`src/core/wku_defs.vh`:
```
// register offsets, field positions and reset values for the wakeup unit
// assumes a 32-bit apb slave decoding the low address byte only
`ifndef WKU_DEFS_VH
`define WKU_DEFS_VH

// line counts and vector grouping
`define WKU_LINES        18
`define WKU_ONCHIP       2
`define WKU_GRP0_LO      0
`define WKU_GRP0_HI      7
`define WKU_GRP1_LO      8
`define WKU_GRP1_HI      15
`define WKU_GRP2_LO      16
`define WKU_GRP2_HI      17
`define WKU_PERIODIC_LN  0

// register byte offsets
`define WKU_OFS_NSR      8'h00
`define WKU_OFS_NCR      8'h08
`define WKU_OFS_LINE_STATUS_REGISTER     8'h14
`define WKU_OFS_IRQ_REQUEST_ENABLE     8'h18
`define WKU_OFS_WAKEUP_REQUEST_ENABLE     8'h1C
`define WKU_OFS_RISE     8'h28
`define WKU_OFS_FALL     8'h2C
`define WKU_OFS_FILT     8'h30
`define WKU_OFS_PULL     8'h34

// nmi status field positions
`define WKU_NSR_NIF      31
`define WKU_NSR_NOVF     30

// nmi config field positions
`define WKU_NCR_LOCK     31
`define WKU_NCR_DSS_HI   30
`define WKU_NCR_DSS_LO   29
`define WKU_NCR_NWRE     28
`define WKU_NCR_NREE     26
`define WKU_NCR_NFEE     25
`define WKU_NCR_NFE      24

// status register: on-chip bits sit left of the line flags
`define WKU_LINE_STATUS_REGISTER_OC_LO   18

// destination select codes
`define WKU_DSS_NMI      2'h0
`define WKU_DSS_CRIT     2'h1
`define WKU_DSS_MCHK     2'h2
`define WKU_DSS_NONE     2'h3

// reset values
`define WKU_RST_LINES    18'h00000
`define WKU_RST_DSS      2'h0

`endif

```
`src/core/wku_top.v`:
```
// wakeup and external interrupt unit: line flags, nmi, apb registers
// assumes apb3 master on pclk; pads and on-chip wakeups are asynchronous
//
// Our own choices: the APB interface to the registers and the register offsets.
`timescale 1ns/100ps
`default_nettype none
`include "wku_defs.vh"

module wku_top
(
    // apb slave
    input  wire        pclk,
    input  wire        presetn,
    input  wire        psel,
    input  wire        penable,
    input  wire        pwrite,
    input  wire [31:0] paddr,
    input  wire [31:0] pwdata,
    output wire [31:0] prdata,
    output wire        pready,
    output wire        pslverr,
    // pads and on-chip sources
    input  wire [17:0] line_pad_in,
    input  wire        nmi_pad_in,
    input  wire [1:0]  onchip_wakeup_in,
    // pad controls
    output wire [17:0] line_filter_enable,
    output wire [17:0] line_pullup_enable,
    output wire        nmi_filter_enable,
    output wire        nmi_pin_mux_lock,
    // requests to the system
    output wire [2:0]  irq_vector,
    output wire        wakeup_request,
    output wire        nmi_irq,
    output wire        critical_irq,
    output wire        machine_check_req
);

    ////////////////////////////////////////////////////////////////////
    // declarations

    localparam [8:0] SEL_NSR  = 9'h001;
    localparam [8:0] SEL_NCR  = 9'h002;
    localparam [8:0] SEL_LINE_STATUS_REGISTER = 9'h004;
    localparam [8:0] SEL_IRQ_REQUEST_ENABLE = 9'h008;
    localparam [8:0] SEL_WAKEUP_REQUEST_ENABLE = 9'h010;
    localparam [8:0] SEL_RISE = 9'h020;
    localparam [8:0] SEL_FALL = 9'h040;
    localparam [8:0] SEL_FILT = 9'h080;
    localparam [8:0] SEL_PULL = 9'h100;

    reg  [17:0] irq_en_q;
    reg  [17:0] wk_en_q;
    reg  [17:0] rise_q;
    reg  [17:0] fall_q;
    reg  [17:0] filt_q;
    reg  [17:0] pull_q;
    reg  [17:0] flag_q;
    reg  [17:0] flag_d;

    reg         nif_q;
    reg         nif_d;
    reg         novf_q;
    reg         novf_d;
    reg         nlock_q;
    reg  [1:0]  ndss_q;
    reg         nwre_q;
    reg         nree_q;
    reg         nfee_q;
    reg         nfe_q;

    reg  [1:0]  oc_s1_q;
    reg  [1:0]  oc_s2_q;

    reg  [31:0] prdata_q;
    reg  [31:0] rdata_d;
    reg         pready_q;
    reg         pslverr_q;

    reg  [2:0]  irq_vec_q;
    reg  [2:0]  irq_vec_d;
    reg         wakeup_q;
    reg         wakeup_d;
    reg         nmi_irq_q;
    reg         crit_irq_q;
    reg         mchk_q;
    reg         nmi_pend_d;
    reg         mux_lock_q;

    wire [18:0] evt;
    wire [17:0] line_evt;
    wire        nmi_evt;
    wire [8:0]  rd_sel;
    wire [8:0]  wr_sel;
    wire        wr_en;
    wire        nmi_armed;
    wire [17:0] w1c_mask;

    ////////////////////////////////////////////////////////////////////
    // address decode, shared by setup-phase read and access-phase write

    function [8:0] reg_sel;
        input [7:0] ofs;
        begin
            case (ofs)
                `WKU_OFS_NSR:  reg_sel = SEL_NSR;
                `WKU_OFS_NCR:  reg_sel = SEL_NCR;
                `WKU_OFS_LINE_STATUS_REGISTER: reg_sel = SEL_LINE_STATUS_REGISTER;
                `WKU_OFS_IRQ_REQUEST_ENABLE: reg_sel = SEL_IRQ_REQUEST_ENABLE;
                `WKU_OFS_WAKEUP_REQUEST_ENABLE: reg_sel = SEL_WAKEUP_REQUEST_ENABLE;
                `WKU_OFS_RISE: reg_sel = SEL_RISE;
                `WKU_OFS_FALL: reg_sel = SEL_FALL;
                `WKU_OFS_FILT: reg_sel = SEL_FILT;
                `WKU_OFS_PULL: reg_sel = SEL_PULL;
                default:       reg_sel = 9'h000;
            endcase
        end
    endfunction

    assign rd_sel = reg_sel(paddr[7:0]);
    assign wr_sel = wr_en ? reg_sel(paddr[7:0]) : 9'h000;
    // write lands on the edge that sees pready high, never on an error
    assign wr_en  = psel & penable & pwrite & pready_q & ~pslverr_q;

    ////////////////////////////////////////////////////////////////////
    // synchronisers and edge detection

    wku_edge_detect u_edge
    (
        .pclk    (pclk),
        .presetn (presetn),
        .pad_in  ({nmi_pad_in, line_pad_in}),
        .rise_en ({nree_q, rise_q}),
        .fall_en ({nfee_q, fall_q}),
        .evt     (evt)
    );

    assign line_evt = evt[17:0];
    assign nmi_evt  = evt[18];

    // on-chip wakeups come from another domain
    always @(posedge pclk or negedge presetn)
    begin
        if (!presetn)
        begin
            oc_s1_q <= 2'h0;
            oc_s2_q <= 2'h0;
        end
        else
        begin
            oc_s1_q <= onchip_wakeup_in;
            oc_s2_q <= oc_s1_q;
        end
    end

    ////////////////////////////////////////////////////////////////////
    // configuration registers

    always @(posedge pclk or negedge presetn)
    begin
        if (!presetn)
        begin
            irq_en_q <= `WKU_RST_LINES;
            wk_en_q  <= `WKU_RST_LINES;
            rise_q   <= `WKU_RST_LINES;
            fall_q   <= `WKU_RST_LINES;
            filt_q   <= `WKU_RST_LINES;
            pull_q   <= `WKU_RST_LINES;
        end
        else
        begin
            if (wr_sel == SEL_IRQ_REQUEST_ENABLE)
                irq_en_q <= pwdata[17:0];
            if (wr_sel == SEL_WAKEUP_REQUEST_ENABLE)
                wk_en_q <= pwdata[17:0];
            if (wr_sel == SEL_RISE)
                rise_q <= pwdata[17:0];
            if (wr_sel == SEL_FALL)
            begin
                fall_q <= pwdata[17:0];
                // periodic line has no falling edge
                fall_q[`WKU_PERIODIC_LN] <= 1'b0;
            end
            if (wr_sel == SEL_FILT)
            begin
                filt_q <= pwdata[17:0];
                filt_q[`WKU_PERIODIC_LN] <= 1'b0;
            end
            if (wr_sel == SEL_PULL)
                pull_q <= pwdata[17:0];
        end
    end

    // nmi configuration freezes once locked until reset
    always @(posedge pclk or negedge presetn)
    begin
        if (!presetn)
        begin
            nlock_q <= 1'b0;
            ndss_q  <= `WKU_RST_DSS;
            nwre_q  <= 1'b0;
            nree_q  <= 1'b0;
            nfee_q  <= 1'b0;
            nfe_q   <= 1'b0;
        end
        else if ((wr_sel == SEL_NCR) && !nlock_q)
        begin
            nlock_q <= pwdata[`WKU_NCR_LOCK];
            ndss_q  <= pwdata[`WKU_NCR_DSS_HI:`WKU_NCR_DSS_LO];
            nwre_q  <= pwdata[`WKU_NCR_NWRE];
            nree_q  <= pwdata[`WKU_NCR_NREE];
            nfee_q  <= pwdata[`WKU_NCR_NFEE];
            nfe_q   <= pwdata[`WKU_NCR_NFE];
        end
    end

    ////////////////////////////////////////////////////////////////////
    // status flags: a set in the clearing cycle wins

    assign w1c_mask = (wr_sel == SEL_LINE_STATUS_REGISTER) ? pwdata[17:0] : 18'h00000;

    always @*
    begin
        flag_d = (flag_q & ~w1c_mask) | line_evt;
    end

    always @*
    begin
        nif_d  = nif_q;
        novf_d = novf_q;
        if ((wr_sel == SEL_NSR) && pwdata[`WKU_NSR_NIF])
            nif_d = 1'b0;
        if ((wr_sel == SEL_NSR) && pwdata[`WKU_NSR_NOVF])
            novf_d = 1'b0;
        if (nmi_evt)
        begin
            nif_d = 1'b1;
            if (nif_q)
                novf_d = 1'b1;
        end
    end

    always @(posedge pclk or negedge presetn)
    begin
        if (!presetn)
        begin
            flag_q <= `WKU_RST_LINES;
            nif_q  <= 1'b0;
            novf_q <= 1'b0;
        end
        else
        begin
            flag_q <= flag_d;
            nif_q  <= nif_d;
            novf_q <= novf_d;
        end
    end

    ////////////////////////////////////////////////////////////////////
    // request generation

    // both nmi edges off disables every nmi request and the pin mux lock
    assign nmi_armed = nree_q | nfee_q;

    always @*
    begin
        irq_vec_d[0] = |(flag_q[`WKU_GRP0_HI:`WKU_GRP0_LO] &
                         irq_en_q[`WKU_GRP0_HI:`WKU_GRP0_LO]);
        irq_vec_d[1] = |(flag_q[`WKU_GRP1_HI:`WKU_GRP1_LO] &
                         irq_en_q[`WKU_GRP1_HI:`WKU_GRP1_LO]);
        irq_vec_d[2] = |(flag_q[`WKU_GRP2_HI:`WKU_GRP2_LO] &
                         irq_en_q[`WKU_GRP2_HI:`WKU_GRP2_LO]);
        // overrun alone keeps the request pending
        nmi_pend_d   = nmi_armed & (nif_q | novf_q);
        wakeup_d     = (|(flag_q & wk_en_q)) |
                       (|oc_s2_q) |
                       (nwre_q & nmi_pend_d);
    end

    always @(posedge pclk or negedge presetn)
    begin
        if (!presetn)
        begin
            irq_vec_q  <= 3'h0;
            wakeup_q   <= 1'b0;
            nmi_irq_q  <= 1'b0;
            crit_irq_q <= 1'b0;
            mchk_q     <= 1'b0;
            mux_lock_q <= 1'b0;
        end
        else
        begin
            irq_vec_q  <= irq_vec_d;
            wakeup_q   <= wakeup_d;
            nmi_irq_q  <= nmi_pend_d & (ndss_q == `WKU_DSS_NMI);
            crit_irq_q <= nmi_pend_d & (ndss_q == `WKU_DSS_CRIT);
            mchk_q     <= nmi_pend_d & (ndss_q == `WKU_DSS_MCHK);
            mux_lock_q <= nmi_armed;
        end
    end

    ////////////////////////////////////////////////////////////////////
    // apb response: zero wait states, data captured in setup

    always @*
    begin
        rdata_d = 32'h00000000;
        case (rd_sel)
            SEL_NSR:
            begin
                rdata_d[`WKU_NSR_NIF]  = nif_q;
                rdata_d[`WKU_NSR_NOVF] = novf_q;
            end
            SEL_NCR:
            begin
                rdata_d[`WKU_NCR_LOCK] = nlock_q;
                rdata_d[`WKU_NCR_DSS_HI:`WKU_NCR_DSS_LO] = ndss_q;
                rdata_d[`WKU_NCR_NWRE] = nwre_q;
                rdata_d[`WKU_NCR_NREE] = nree_q;
                rdata_d[`WKU_NCR_NFEE] = nfee_q;
                rdata_d[`WKU_NCR_NFE]  = nfe_q;
            end
            SEL_LINE_STATUS_REGISTER:
            begin
                rdata_d[17:0] = flag_q;
                // on-chip bits are status only, cleared at their source
                rdata_d[`WKU_LINE_STATUS_REGISTER_OC_LO+1:`WKU_LINE_STATUS_REGISTER_OC_LO] = oc_s2_q;
            end
            SEL_IRQ_REQUEST_ENABLE: rdata_d[17:0] = irq_en_q;
            SEL_WAKEUP_REQUEST_ENABLE: rdata_d[17:0] = wk_en_q;
            SEL_RISE: rdata_d[17:0] = rise_q;
            SEL_FALL: rdata_d[17:0] = fall_q;
            SEL_FILT: rdata_d[17:0] = filt_q;
            SEL_PULL: rdata_d[17:0] = pull_q;
            default:  rdata_d = 32'h00000000;
        endcase
    end

    always @(posedge pclk or negedge presetn)
    begin
        if (!presetn)
        begin
            prdata_q  <= 32'h00000000;
            pready_q  <= 1'b0;
            pslverr_q <= 1'b0;
        end
        else
        begin
            pready_q  <= psel & ~penable;
            pslverr_q <= psel & ~penable & (rd_sel == 9'h000);
            if (psel && !penable && !pwrite)
                prdata_q <= rdata_d;
        end
    end

    ////////////////////////////////////////////////////////////////////
    // outputs

    assign prdata             = prdata_q;
    assign pready             = pready_q;
    assign pslverr            = pslverr_q;
    assign line_filter_enable = filt_q;
    assign line_pullup_enable = pull_q;
    assign nmi_filter_enable  = nfe_q;
    assign nmi_pin_mux_lock   = mux_lock_q;
    assign irq_vector         = irq_vec_q;
    assign wakeup_request     = wakeup_q;
    assign nmi_irq            = nmi_irq_q;
    assign critical_irq       = crit_irq_q;
    assign machine_check_req  = mchk_q;

endmodule // wku_top

`default_nettype wire

```
`src/core/wku_edge_detect.v`:
```
// two-flop synchroniser and per-bit edge detector for the pad inputs
// assumes pad inputs are asynchronous to pclk; enables are pclk-domain
`timescale 1ns/100ps
`default_nettype none

module wku_edge_detect
(
    // clock and reset
    input  wire        pclk,
    input  wire        presetn,
    // pads and edge selection
    input  wire [18:0] pad_in,
    input  wire [18:0] rise_en,
    input  wire [18:0] fall_en,
    // one-cycle event pulses
    output wire [18:0] evt
);

    reg  [18:0] s1_q;
    reg  [18:0] s2_q;
    reg  [18:0] prev_q;
    reg  [18:0] evt_q;

    genvar i;
    generate
        for (i = 0; i < 19; i = i + 1)
        begin : g_bit
            always @(posedge pclk or negedge presetn)
            begin
                if (!presetn)
                begin
                    s1_q[i]   <= 1'b0;
                    s2_q[i]   <= 1'b0;
                    prev_q[i] <= 1'b0;
                    evt_q[i]  <= 1'b0;
                end
                else
                begin
                    s1_q[i]   <= pad_in[i];
                    s2_q[i]   <= s1_q[i];
                    prev_q[i] <= s2_q[i];
                    // with both enables low nothing ever fires
                    evt_q[i]  <= (rise_en[i] & s2_q[i] & ~prev_q[i]) |
                                 (fall_en[i] & ~s2_q[i] & prev_q[i]);
                end
            end
        end
    endgenerate

    assign evt = evt_q;

endmodule // wku_edge_detect

`default_nettype wire

```
`config.mk`:
```
export PLATFORM = sky130hd
export DESIGN_NAME = wku_top
export DESIGN_NICKNAME = d
export VERILOG_FILES = /design/src/core/wku_top.v /design/src/core/wku_edge_detect.v
export VERILOG_INCLUDE_DIRS = /design/src /design/src/core
export SDC_FILE = /design/constraint.sdc
export NUM_CORES = 1
export LEC_CHECK = 0
export ABC_AREA = 1
export BUFFER_PORTS_ARGS = -buffer_cell sky130_fd_sc_hd__buf_2
export CORE_MARGIN = 3
export CORE_UTILIZATION = 56
export DETAILED_ROUTE_END_ITERATION = 12
export GPL_TIMING_DRIVEN = 1
export PLACE_DENSITY = 0.88
export REMOVE_ABC_BUFFERS = 1
export SYNTH_ARGS = -nofsm -noshare
export SYNTH_HDL_FRONTEND = slang
export SYNTH_SLANG_ARGS = --single-unit
export TNS_END_PERCENT = 5
```
`constraint.sdc`:
```
create_clock -name pclk -period 1.68 [get_ports pclk]
set_input_delay 0.084 -clock pclk [delete_from_list [all_inputs] [get_ports pclk]]
set_output_delay 0.084 -clock pclk [all_outputs]
set_load 0.01 [all_outputs]
```
==> metrics <==
footprint of the multi-input gates=3330 um^2; Cell Chain, Critical Path=nand3_1, nor3_4, buf_12, nand3_1, buf_4, nand2_1, o21ai_0; pwr/cell area=1000 nW/um^2; Synth Flop Type=dfrtp_1; Synth Area per Inst=9.12 um^2; CP required=2.06 ns; clock buffer depth=3; worst skew pair latency=0.51 ns; Critical Path Start=pready; layout cells sized above 1=17.0%; I/O pin cnt=169; grt ovf=0; crit-path max cell delay=0.34 ns; clock share of power=46.8%; CTS tree=yes; Initial Util=57.5%; Tmin final=1.57 ns; total negative setup slack=0 ns; Reg area=6260 um^2; Worst Hold Class=input port to async pin; Via density=5.63; Net Sw Power=2.65 mW; Design Area, Final=12600 um^2; r2r startpoint=pready; Post-DP Area=11200 um^2; Commonest cells post-synth=nand2_1 (320), dfrtp_1 (250), o21ai_0 (137); largest net degree at the start of global routing=60; CP endpoint kind=register; area leader, netlist=dfrtp_1; gr usage total=27.3%; die area=19500 um^2; internal power=9.95 mW; EDFF count, synth=0; sw frac=21.0%; ANT cells=0; Leak Pwr=6.58 nW; Detail Route Antenna Nets=0; GP Congestion=0.855; CP top delay family=simple AND/OR/NAND/NOR gates; register area share after synthesis=62.5%; Row Count=48; Slew Viols, Final=0; die height=140 um; #FFs+latches synth=250; Detailed Place HPWL=16500 um; I/O Buffers=131; Synth top area share=62.5%; final net count=1386; clock slew at reported path FFs=0.06 ns; Ys Warns=0; H-tree lvl count=1; placed cell count=1444; largest cells by area after synthesis=dfrtp_1 (62%), nand2_1 (12%), o21ai_0 (6.8%); most used cell, CP=nand3_1; worst-path fanout max=34; fin cells=1537; Worst path slowest cell=dfrtp_1; DR pass1 iterations=7; drt drc=0; DR iter-0 viols=978; Async S/R FF share, synth=100%; most frequent cell after synthesis=nand2_1; vias in the first global route=8700; # fillers=1207; total power=12.6 mW; Final Hold Vio Count=0; Hold Worst Slack=0.104 ns; Netlist cell types=24; initial antenna violation count=0; final WL=26600 um; Worst VDD drop=1.03 mV; maximum clock frequency=639 MHz; core area=17400 um^2; Seq pwr share=48.9%; CTS root buf=clkbuf_16; startpoint class of the critical path=register; Inserted Clock Buffers=25; Layout area overhead=25.4%; first-pass GRT wire length=43300 um; Logic pwr share=4.3%; Final Cycle Share=93.2%; Vias=8654; Mapped Area=10000 um^2; Layout Skew=0.00674 ns; WP data arrival=1.94 ns; Die X=140 um; status=completed; Setup violations, final=0; CTS Sinks=250; Syn Inst Count=1098; CP bufs+invs=2; Crit Path Class=register to register; MaxCap Viol Count=0; WL per Instance=17.3 um
## worst paths after layout
| path | to | slack, ns | cells past startpoint |
|---|---|---|---|
| max in group asynchronous | u_edge.prev_q[17] | 0.93 | 3 |
| max reg2reg | fall_q[2] | 0.11 | 7 |
| max | fall_q[2] | 0.11 | 7 |
| min | u_edge.prev_q[13] | 0.10 | 2 |
| min in group pclk | nif_q | 0.13 | 6 |
| min reg2reg | u_edge.s2_q[7] | 0.35 | 0 |
## power groups by stage
stage	sequential, mW	clock, mW	combinational, mW
final	6.16	5.89	0.545
after global routing	6.17	6.28	0.602
after CTS	6.16	5.98	0.541
after detailed placement	6.27	0	0.450
after global placement	6.27	0	0.439
after floorplan	6.26	0	0.123
## area by class of cell
| type | instances | share of cell area (%) |
|---|---|---|
| Inverter | 62 | 1.85 |
| Sequential cell | 250 | 49.8 |
| Clock inverter | 11 | 1.30 |
| Multi-Input combinational cell | 737 | 26.5 |
| Clock buffer | 32 | 5.75 |
| Timing Repair Buffer | 220 | 12.5 |
| Tap cell | 225 | 2.24 |
## cell families after synthesis
family	after synthesis	share of synthesized area (%)
AO/OA/AOI/OAI	169	9.28
buffers and inverters	116	4.65
flip-flops	250	62.5
other	1	0.0374
AND/OR/NAND/NOR	562	23.6
## registers in the layout, summed over array words and instances, names as in the netlist, 2 cells and up
| name | flops |
|---|---|
| prdata | 27 |
| u_edge.evt | 19 |
| u_edge.prev_q | 19 |
| u_edge.s1_q | 19 |
| u_edge.s2_q | 19 |
| flag_q | 18 |
| irq_en_q | 18 |
| line_pullup_enable | 18 |
| rise_q | 18 |
| wk_en_q | 18 |
| fall_q | 17 |
| line_filter_enable | 17 |
| irq_vector | 3 |
| ndss_q | 2 |
| oc_s1_q | 2 |
| oc_s2_q | 2 |
## timing repair
item / in CTS / in global routing
hold buffers: 49 / 0
hold endpoints to repair: 400 / 0
pin swaps: 0 / 1
setup endpoints to repair: 4 / 83
gates cloned: 0 / 0
setup buffers: 0 / 1
gates resized for setup: 1 / 2
## per-stage QoR
step                util, %  worst slack [ns]
finish                 72.1             0.115
global route           72.1          -0.00591
CTS                    72.0           -0.0186
detailed placement     64.1           -0.0104
global placement       64.1             0.114
floorplan                 -             -1.14
## placed cells by master, fill, tap and decap left out, types with 4 or more instances in the layout
master,n
nand2_1,320
nor2_1,83
inv_1,62
buf_4,30
bufinv_16,4
clkinv_2,4
buf_2,130
a22o_1,5
dlygate4sd3_1,49
clkbuf_8,7
nand3b_1,17
o31ai_1,4
dfrtp_1,250
o21ai_0,136
conb_1,6
o21bai_1,17
clkbuf_16,25
nor2_2,7
nand3_1,128
buf_12,9
## per-layer routing
| metal | global-route usage [%] | vias to the layer above | routed length [um] |
|---|---|---|---|
| met4 | 10.2 | 0 | 902 |
| li1 | - | 3950 | - |
| met1 | 37.0 | 4201 | 10500 |
| met5 | 0 | - | 0 |
| met2 | 45.4 | 431 | 12900 |
| met3 | 3.95 | 72 | 2280 |
(Power assumes the default switching activity.)
